==> config.mk <==
export PLATFORM = sky130hd
export DESIGN_NAME = srsw_top
export DESIGN_NICKNAME = d
export VERILOG_FILES = /design/src/design/srsw_pkg.sv /design/src/design/srsw_sync.sv /design/src/design/srsw_top.sv
export SDC_FILE = /design/constraint.sdc
export NUM_CORES = 1
export LEC_CHECK = 0
export BUFFER_PORTS_ARGS = -buffer_cell sky130_fd_sc_hd__buf_4
export CORE_MARGIN = 5
export CORE_UTILIZATION = 35
export CTS_BUF_LIST = sky130_fd_sc_hd__clkbuf_2 sky130_fd_sc_hd__clkbuf_4 sky130_fd_sc_hd__clkbuf_8
export DETAILED_ROUTE_END_ITERATION = 8
export PLACE_DENSITY = 0.56
export SKIP_LAST_GASP = 1
export SYNTH_ARGS = -nofsm -noshare
export SYNTH_HDL_FRONTEND = slang
export SYNTH_SLANG_ARGS = --single-unit
==> constraint.sdc <==
create_clock -name CLK_I -period 7.1 [get_ports CLK_I]
set_clock_uncertainty 0.1 [all_clocks]
set_input_delay 1.42 -clock CLK_I [delete_from_list [all_inputs] [get_ports CLK_I]]
set_output_delay 1.42 -clock CLK_I [all_outputs]
set_load 0.005 [all_outputs]
==> src/design/srsw_pkg.sv <==
package srsw_pkg;
  localparam int unsigned CLK_HZ         = 20_000_000;
  localparam int unsigned HOLD_MS        = 200;
  localparam int unsigned WDOG_MS        = 1600;
  localparam int unsigned TRIP_DELAY_US  = 45;
  localparam int unsigned PUSH_MIN_NS    = 550;
  localparam int unsigned KICK_MIN_NS    = 50;
  localparam int unsigned CLK_NS         = 1_000_000_000 / CLK_HZ;
  localparam int unsigned HOLD_CYC       = HOLD_MS * (CLK_HZ / 1000);
  localparam int unsigned WDOG_CYC       = WDOG_MS * (CLK_HZ / 1000);
  localparam int unsigned TRIP_DELAY_CYC = TRIP_DELAY_US * (CLK_HZ / 1_000_000);
  localparam int unsigned PUSH_MIN_CYC   = (PUSH_MIN_NS + CLK_NS - 1) / CLK_NS;
  localparam int unsigned KICK_MIN_CYC   = (KICK_MIN_NS + CLK_NS - 1) / CLK_NS;
  localparam logic [2:0]  SYNC_RST       = 3'h0;

  typedef struct packed {
    logic rst_hi;
    logic rst_n;
    logic wdog_n;
    logic aux_fail_n;
  } srsw_out_t;
endpackage

==> src/design/srsw_sync.sv <==
`timescale 1ns/10ps
`default_nettype none
module srsw_sync (
  input  wire logic CLK_I,
  input  wire logic RSTN_I,
  input  wire logic d_i,
  input  wire logic rst_val_i,
  output logic      q_o
);
  logic [2:0] sh_r;
  logic [2:0] sh_nxt;
  logic       q_r;
  logic       q_nxt;

  always_comb begin
    sh_nxt = {sh_r[1:0], d_i};
    q_nxt  = (sh_r[1] == sh_r[2]) ? sh_r[2] : q_r;
  end

  // reset value comes in as a level but is only taken on a clock edge
  always_ff @(posedge CLK_I) begin
    if (!RSTN_I) begin
      sh_r <= {3{rst_val_i}};
      q_r  <= rst_val_i;
    end else begin
      sh_r <= sh_nxt;
      q_r  <= q_nxt;
    end
  end

  assign q_o = q_r;
endmodule
`default_nettype wire

==> src/design/srsw_top.sv <==
`timescale 1ns/10ps
`default_nettype none
module srsw_top #(
  parameter int unsigned HOLD_CYC       = srsw_pkg::HOLD_CYC,
  parameter int unsigned WDOG_CYC       = srsw_pkg::WDOG_CYC,
  parameter int unsigned TRIP_DELAY_CYC = srsw_pkg::TRIP_DELAY_CYC,
  parameter bit          DUAL_POLARITY  = 1'b1
) (
  input  wire logic CLK_I,
  input  wire logic RSTN_I,
  input  wire logic SUPPLY_OK_I,
  input  wire logic AUX_ABOVE_I,
  input  wire logic PUSHBUTTON_RESET_N_I,
  input  wire logic WATCHDOG_KICK_IN_I,
  input  wire logic WATCHDOG_KICK_DRIVEN_I,
  output logic      RESET_O,
  output logic      RESET_N_O,
  output logic      WATCHDOG_FLAG_N_O,
  output logic      AUX_FAIL_FLAG_N_O
);
  typedef enum logic [1:0] {ST_HOLD, ST_RUN, ST_TRIP} srsw_state_t;

  logic supply_s;
  logic aux_s;
  logic push_s;
  logic kick_s;
  logic kick_en_s;

  srsw_sync u_sup (.CLK_I(CLK_I), .RSTN_I(RSTN_I), .d_i(SUPPLY_OK_I),
                   .rst_val_i(1'b0), .q_o(supply_s));
  srsw_sync u_aux (.CLK_I(CLK_I), .RSTN_I(RSTN_I), .d_i(AUX_ABOVE_I),
                   .rst_val_i(1'b0), .q_o(aux_s));
  srsw_sync u_push (.CLK_I(CLK_I), .RSTN_I(RSTN_I), .d_i(PUSHBUTTON_RESET_N_I),
                    .rst_val_i(1'b1), .q_o(push_s));
  srsw_sync u_kick (.CLK_I(CLK_I), .RSTN_I(RSTN_I), .d_i(WATCHDOG_KICK_IN_I),
                    .rst_val_i(1'b0), .q_o(kick_s));
  srsw_sync u_ken (.CLK_I(CLK_I), .RSTN_I(RSTN_I), .d_i(WATCHDOG_KICK_DRIVEN_I),
                   .rst_val_i(1'b0), .q_o(kick_en_s));

  srsw_state_t st_r, st_nxt;
  logic [31:0] hold_r, hold_nxt;
  logic [31:0] trip_r, trip_nxt;
  logic [15:0] push_r, push_nxt;
  logic        push_act_r, push_act_nxt;
  logic        rst_act_r, rst_act_nxt;
  logic [31:0] wd_r, wd_nxt;
  logic        wd_exp_r, wd_exp_nxt;
  logic        kick_d_r, kick_d_nxt;
  srsw_pkg::srsw_out_t out_r, out_nxt;

  // pushbutton: press counts only after the debounced level stays low long enough
  always_comb begin
    push_nxt     = push_s ? 16'h0000 : push_r;
    push_act_nxt = push_act_r;
    if (push_s) begin
      push_act_nxt = 1'b0;
    end else if (push_r >= 16'(srsw_pkg::PUSH_MIN_CYC - 1)) begin
      push_act_nxt = 1'b1;
    end else begin
      push_nxt = push_r + 16'h0001;
    end
  end

  // reset sequencer
  always_comb begin
    st_nxt      = st_r;
    hold_nxt    = hold_r;
    trip_nxt    = 32'h0000_0000;
    rst_act_nxt = rst_act_r;
    unique case (st_r)
      ST_HOLD: begin
        rst_act_nxt = 1'b1;
        if (!supply_s || push_act_r) begin
          hold_nxt = 32'h0000_0000;
        end else if (hold_r >= HOLD_CYC - 1) begin
          st_nxt      = ST_RUN;
          rst_act_nxt = 1'b0;
        end else begin
          hold_nxt = hold_r + 32'h0000_0001;
        end
      end
      ST_RUN: begin
        if (push_act_r) begin
          st_nxt      = ST_HOLD;
          rst_act_nxt = 1'b1;
          hold_nxt    = 32'h0000_0000;
        end else if (!supply_s) begin
          st_nxt = ST_TRIP;
        end
      end
      ST_TRIP: begin
        if (push_act_r || trip_r >= TRIP_DELAY_CYC - 1) begin
          st_nxt      = ST_HOLD;
          rst_act_nxt = 1'b1;
          hold_nxt    = 32'h0000_0000;
        end else if (supply_s) begin
          st_nxt = ST_RUN; // short glitch rejected by the trip delay
        end else begin
          trip_nxt = trip_r + 32'h0000_0001;
        end
      end
    endcase
  end

  // watchdog timer
  always_comb begin
    kick_d_nxt = kick_s;
    wd_nxt     = wd_r + 32'h0000_0001;
    wd_exp_nxt = wd_exp_r;
    if (rst_act_r || !kick_en_s || (kick_s != kick_d_r)) begin
      wd_nxt     = 32'h0000_0000;
      wd_exp_nxt = 1'b0;
    end else if (wd_r >= WDOG_CYC - 1) begin
      wd_nxt     = wd_r;
      wd_exp_nxt = 1'b1;
    end
  end

  always_comb begin
    out_nxt.rst_hi     = DUAL_POLARITY ? rst_act_nxt : 1'b0;
    out_nxt.rst_n      = ~rst_act_nxt;
    out_nxt.wdog_n     = supply_s && !wd_exp_nxt;
    out_nxt.aux_fail_n = aux_s;
  end

  always_ff @(posedge CLK_I) begin
    if (!RSTN_I) begin
      st_r       <= ST_HOLD;
      hold_r     <= 32'h0000_0000;
      trip_r     <= 32'h0000_0000;
      push_r     <= 16'h0000;
      push_act_r <= 1'b0;
      rst_act_r  <= 1'b1;
      wd_r       <= 32'h0000_0000;
      wd_exp_r   <= 1'b0;
      kick_d_r   <= 1'b0;
      out_r      <= '{rst_hi: DUAL_POLARITY, rst_n: 1'b0, wdog_n: 1'b0, aux_fail_n: 1'b0};
    end else begin
      st_r       <= st_nxt;
      hold_r     <= hold_nxt;
      trip_r     <= trip_nxt;
      push_r     <= push_nxt;
      push_act_r <= push_act_nxt;
      rst_act_r  <= rst_act_nxt;
      wd_r       <= wd_nxt;
      wd_exp_r   <= wd_exp_nxt;
      kick_d_r   <= kick_d_nxt;
      out_r      <= out_nxt;
    end
  end

  assign RESET_O           = out_r.rst_hi;
  assign RESET_N_O         = out_r.rst_n;
  assign WATCHDOG_FLAG_N_O = out_r.wdog_n;
  assign AUX_FAIL_FLAG_N_O = out_r.aux_fail_n;

  pol_match_a: assert property (@(posedge CLK_I) disable iff (!RSTN_I)
    DUAL_POLARITY |-> (RESET_O == !RESET_N_O)) else $error("reset polarities differ");
  aux_flag_a: assert property (@(posedge CLK_I) disable iff (!RSTN_I)
    AUX_FAIL_FLAG_N_O == $past(aux_s)) else $error("aux flag mismatch");
  wdog_low_a: assert property (@(posedge CLK_I) disable iff (!RSTN_I)
    !supply_s |=> !WATCHDOG_FLAG_N_O) else $error("watchdog flag high in undervoltage");
  wdog_rise_a: assert property (@(posedge CLK_I) disable iff (!RSTN_I)
    (supply_s && !wd_exp_r && !kick_en_s) |=> WATCHDOG_FLAG_N_O)
    else $error("watchdog flag not released");
  release_hold_a: assert property (@(posedge CLK_I) disable iff (!RSTN_I)
    $rose(RESET_N_O) |-> $past(st_r) == ST_HOLD && $past(hold_r) >= HOLD_CYC - 1)
    else $error("reset released early");
  push_rst_a: assert property (@(posedge CLK_I) disable iff (!RSTN_I)
    push_act_r |=> ##1 !RESET_N_O) else $error("pushbutton did not reset");
  trip_rst_a: assert property (@(posedge CLK_I) disable iff (!RSTN_I)
    (st_r == ST_TRIP && trip_r >= TRIP_DELAY_CYC - 1) |=> ##1 !RESET_N_O)
    else $error("trip did not reset");
  wd_clear_a: assert property (@(posedge CLK_I) disable iff (!RSTN_I)
    (kick_s != kick_d_r) |=> wd_r == 32'h0000_0000) else $error("kick did not clear timer");
  // a kick or reset in the expiry cycle lets the flag rise again, so those are left out
  wd_expire_a: assert property (@(posedge CLK_I) disable iff (!RSTN_I)
    (wd_exp_r && kick_en_s && !rst_act_r && (kick_s == kick_d_r)) |=> !WATCHDOG_FLAG_N_O)
    else $error("expiry not flagged");
endmodule
`default_nettype wire

Yosys cells after proc, flatten, opt, wreduce, memory -nomap -nowiden --
Index checks and enable logic that the tools add are counted.
Word-level totals: flip-flop bits (word level) 141, output and inout bits 4, logic and storage cells 84
Operators by class: add/sub/neg operators 4, magnitude comparators 4, equal/unequal tests 15, mux-type cells 22, bitwise gates (word level) 3, reductions and logical operators 14
Operators by type and width (count):
- $mux 32 | 4
- $add 32x1->32 const B | 3
- $pmux 32 s3 | 1
- $mux 16 | 3
- $ge 32x10->1 const B | 1
- $ge 32x22->1 const B | 1
- $ge 32x25->1 const B | 1
- $add 16x1->16 const B | 1
- $ge 16x4->1 const B | 1
- $mux 2 | 6
- $ne 2x2->1 const B | 4
- $mux 1 | 6
- $ne 3x3->1 const B | 2
- $pmux 2 s3 | 1
- $eq 1x1->1 | 5
- $logic_or 1x1->1 | 4
- $reduce_and 4->1 | 1
- $reduce_or 2->1 | 2
- $reduce_or 4->1 | 1
- $logic_not 1->1 | 3
- $ne 3x2->1 const B | 1
- $not 1->1 | 3
- $pmux 1 s3 | 1
- $reduce_and 3->1 | 1
- other kinds (5) | 5

Logic depth before layout (Yosys ltp) --
depth after elaboration 6, mapped depth 10, mapped depth without buffers 8

Hierarchy --
From an unflattened synthesis, not the netlist that was laid out.
Unflattened totals: cells, all modules 625, area total of the unflattened synthesis 5601.6 sq um
By module, submodules not included:
- srsw_top | instances 1, cells each 550, area an instance 4869.7 sq um, sequential area each 2422.3 sq um
- srsw_sync | instances 5, cells each 15, area an instance 146.4 sq um, sequential area each 90.1 sq um

Worst setup path before layout --
OpenSTA, ideal clock, no wires.
path kind input to register, start in RSTN_I, end reg hold_r[14], arrival 2.631 ns, data required time 6.921 ns, setup slack 4.289 ns, cell stages on the path 6, path buffers 2, cells stage by stage clkbuf_1 -> inv_1 -> nor2_1 -> clkbuf_1 -> nand2_1 -> a22oi_1
RTL lines:
- from (decl) | line srsw_top.sv:10 | input wire logic RSTN_I,
- to (signal assigned) | line srsw_top.sv:140 | hold_r <= hold_nxt;
- to (decl) | line srsw_top.sv:41 | logic [31:0] hold_r, hold_nxt;

==> results.json <==
{
  "drt_iter0_drc": 306,
  "initial_core_util": 0.357,
  "crit_required_ns": 7.38,
  "drive_gt1_frac": 0.0879,
  "core_um2": 15900,
  "p_leak_nw": 2.33,
  "worstReg2RegEnd": "hold_r[20]$_SDFFE_PN0P_",
  "h-tree-depth": 4,
  "max_cap_viol_count": 0,
  "arrival_ns": 3.82,
  "nets": 673,
  "routedWlPerCell_um": 12.8,
  "hp-class": "flop to flop",
  "vias": 4484,
  "gp_congestion": 0.829,
  "synth_seq_cells": 141,
  "tightest_slew_ns": 1.24,
  "via_per_inst": 5.06,
  "holdBufCountCts": 0,
  "cp_max_fo": 38,
  "critPathCaptureType": "flop",
  "async_reset_ff_frac": 0,
  "p_per_area_nw_per_um2": 228,
  "synth_edf_count": 0,
  "fin_setup_tns_ns": 0,
  "rows": 46,
  "grt_setup_unrepaired": "no",
  "maxSlewViolCount": 0,
  "r2r_slack_ns": 4.02,
  "yosys_warnings": 0,
  "drc_errors": 0,
  "period_minus_slack_ns": 3.55,
  "antenna_found_initial": 0,
  "cts_tree": "yes",
  "port_buffers": 10,
  "ioPinCount": 11,
  "hpwl_um": 7700,
  "grt_max_degree": 39,
  "grt_pass1_wl_um": 19800,
  "die_w_um": 137,
  "power_w": 0.00147,
  "post_cts_resized": 0,
  "yosysUniqueCellTypes": 59,
  "multi_input_area_um2": 2760,
  "setup_viol": 0,
  "synth_top_flop_cell": "dfxtp_1",
  "post_cts_buffers": 0,
  "clockBufferDepth": 2,
  "grt_pass1_vias": 4365,
  "first_pass_iters": 5,
  "grt_usage": 0.130,
  "die_y_um": 137,
  "regArea_um2": 2820,
  "finalCritPeriodShare": 0.500,
  "clkSlewWorstSetupHoldPaths_ns": 0.08,
  "syn_to_final_growth_pct": 13.4,
  "yosysSeqAreaShare": 0.497,
  "cp-startpoint": "RSTN_I",
  "avgSynthCellArea_um2": 9.05,
  "wirelength_um": 11400,
  "worstSetupPathType": "primary input to flop",
  "root_buffer": "clkbuf_8",
  "n_fill_cell": 1608,
  "num_antenna_cells": 0,
  "numCtsBuffers": 17,
  "cts.sinks": 141,
  "syn_area_um2": 5680,
  "critPathLaunchType": "primary input",
  "syn_inst": 627,
  "endpoint": "hold_r[20]$_SDFFE_PN0P_",
  "outcome": "finished clean",
  "r2r_start": "st_r[0]$_SDFFE_PN0P_",
  "reg2reg_depth": 8,
  "max-slew-margin-rel": 0.166,
  "hold_viol_final": 0,
  "clock_latency_ns": 0.44,
  "gr-total-overflow": 0,
  "antenna_left": 0,
  "die-area_um2": 18900,
  "max-vdd-ir-drop_uv": 171,
  "clock.fmax_mhz": 282
}
final cells by class:
cell class | count | share of cell area
timing repair buffer | 12 | 0.0140
tap | 216 | 0.0420
clock inverter | 14 | 0.0245
sequential | 141 | 0.439
multi-input combinational | 462 | 0.428
clock buffer | 18 | 0.0385
inverter | 24 | 0.0140
placed cells by master, fill, tap and decap left out, types with 12 or more instances in the layout:
cell type  count
nand2_1       46
dfxtp_1      141
o21ai_0       29
conb_1        22
xor2_1        17
buf_4         12
xnor2_1       13
a21oi_1       30
nand4_1       16
nor4_1        21
clkbuf_8      18
nand3_1       31
nor2_1        65
and2_1        27
nor3_1        13
inv_1         24
and3_1        20
per-stage QoR:
stage	instances	hold WS, ns	util	cell area (um^2)	worst slack (ns)
after floorplan	648	0.286	-	5760	4.29
after global placement	855	0.301	0.380	6030	3.24
after detailed placement	855	0.300	0.380	6030	3.15
after CTS	887	0.321	0.405	6440	3.67
after global routing	887	0.359	0.405	6440	3.39
final	887	0.316	0.405	6440	3.55
worst max-delay path, stage by stage:
cell	delay [ns]
buf_4	0.30
nand4bb_1	0.58
nor2_1	0.27
o41a_1	0.20
o21ai_1	0.41
or4_1	0.55
o21ai_0	0.08
cells in the mapped netlist (4+ instances only):
cell type | number | area (um^2)
a21o_1 | 4 | 30.0
a21oi_1 | 30 | 150
a22o_1 | 5 | 43.8
a22oi_1 | 5 | 37.5
a31oi_1 | 4 | 25.0
and2_1 | 27 | 169
and3_1 | 20 | 125
buf_2 | 5 | 25.0
clkbuf_1 | 15 | 56.3
dfxtp_1 | 141 | 2820
ha_1 | 8 | 100
inv_1 | 24 | 90.1
mux2i_1 | 5 | 50.1
nand2_1 | 46 | 173
nand2b_1 | 5 | 31.3
nand3_1 | 31 | 155
nand4_1 | 16 | 100
nor2_1 | 65 | 244
nor3_1 | 13 | 65.1
nor3b_1 | 4 | 30.0
nor4_1 | 21 | 131
o211ai_1 | 7 | 52.6
o21ai_0 | 29 | 145
o311ai_0 | 4 | 35.0
o31ai_1 | 7 | 52.6
or2_2 | 4 | 25.0
or3_1 | 8 | 50.1
or4_1 | 5 | 37.5
xnor2_1 | 13 | 114
xor2_1 | 17 | 149
routing by layer:
metal | vias up | share of wire | GRT usage
li1 | 2284 | - | -
met1 | 2125 | 0.49 | 0.165
met2 | 62 | 0.47 | 0.210
met3 | 13 | 0.029 | 0.0380
met4 | 0 | 0.015 | 0.0488
met5 | - | 0 | 0
how the worst min path moves through the flow:
stage                                   start                         to  slack (ns)  cells past startpoint
floorplan           u_push.sh_r[0]$_SDFF_PN1_  u_push.sh_r[1]$_SDFF_PN1_        0.29                      1
global placement    u_push.sh_r[0]$_SDFF_PN1_  u_push.sh_r[1]$_SDFF_PN1_        0.30                      1
detailed placement  u_push.sh_r[0]$_SDFF_PN1_  u_push.sh_r[1]$_SDFF_PN1_        0.30                      1
CTS                 u_push.sh_r[0]$_SDFF_PN1_  u_push.sh_r[1]$_SDFF_PN1_        0.32                      1
global route         u_ken.sh_r[0]$_SDFF_PN0_   u_ken.sh_r[1]$_SDFF_PN0_        0.36                      1
finish              u_push.sh_r[0]$_SDFF_PN1_  u_push.sh_r[1]$_SDFF_PN1_        0.32                      1
power breakdown:
part           switching (W)  internal (W)  total (W)  leakage, nW
Combinational     0.00000930    0.00000523  0.0000145        0.979
Sequential        0.00000290      0.000800   0.000803         1.15
Clock               0.000321      0.000329   0.000649        0.203
Total               0.000333       0.00113    0.00147         2.33
sequential cells by signal (all words and copies together) (netlist names):
register	flops
WATCHDOG_FLAG_N_O	1
wd_exp_r	1
u_ken.sh_r	3
hold_r	32
AUX_FAIL_FLAG_N_O	1
u_sup.sh_r	3
u_push.q_o	1
u_aux.sh_r	3
u_kick.sh_r	3
trip_r	32
push_act_r	1
u_push.sh_r	3
u_kick.q_o	1
u_aux.q_o	1
kick_d_r	1
RESET_N_O	1
wd_r	32
st_r	2
u_sup.q_o	1
u_ken.q_o	1
push_r	16
RESET_O	1
cells by family (layout without fill, tap and decap cells):
kind of cell | count (synthesis) | after routing | synth area share
buffers and inverters | 45 | 68 | 0.0309
other | 1 | 22 | 0.000661
multiplexers | 5 | 5 | 0.00882
flip-flops | 141 | 141 | 0.497
adder cells (fa/ha/maj) | 8 | 8 | 0.0176
AO/OA/AOI/OAI | 118 | 118 | 0.138
XOR/XNOR | 30 | 30 | 0.0463
AND/OR/NAND/NOR | 279 | 279 | 0.260
(Power assumes the default switching activity.)
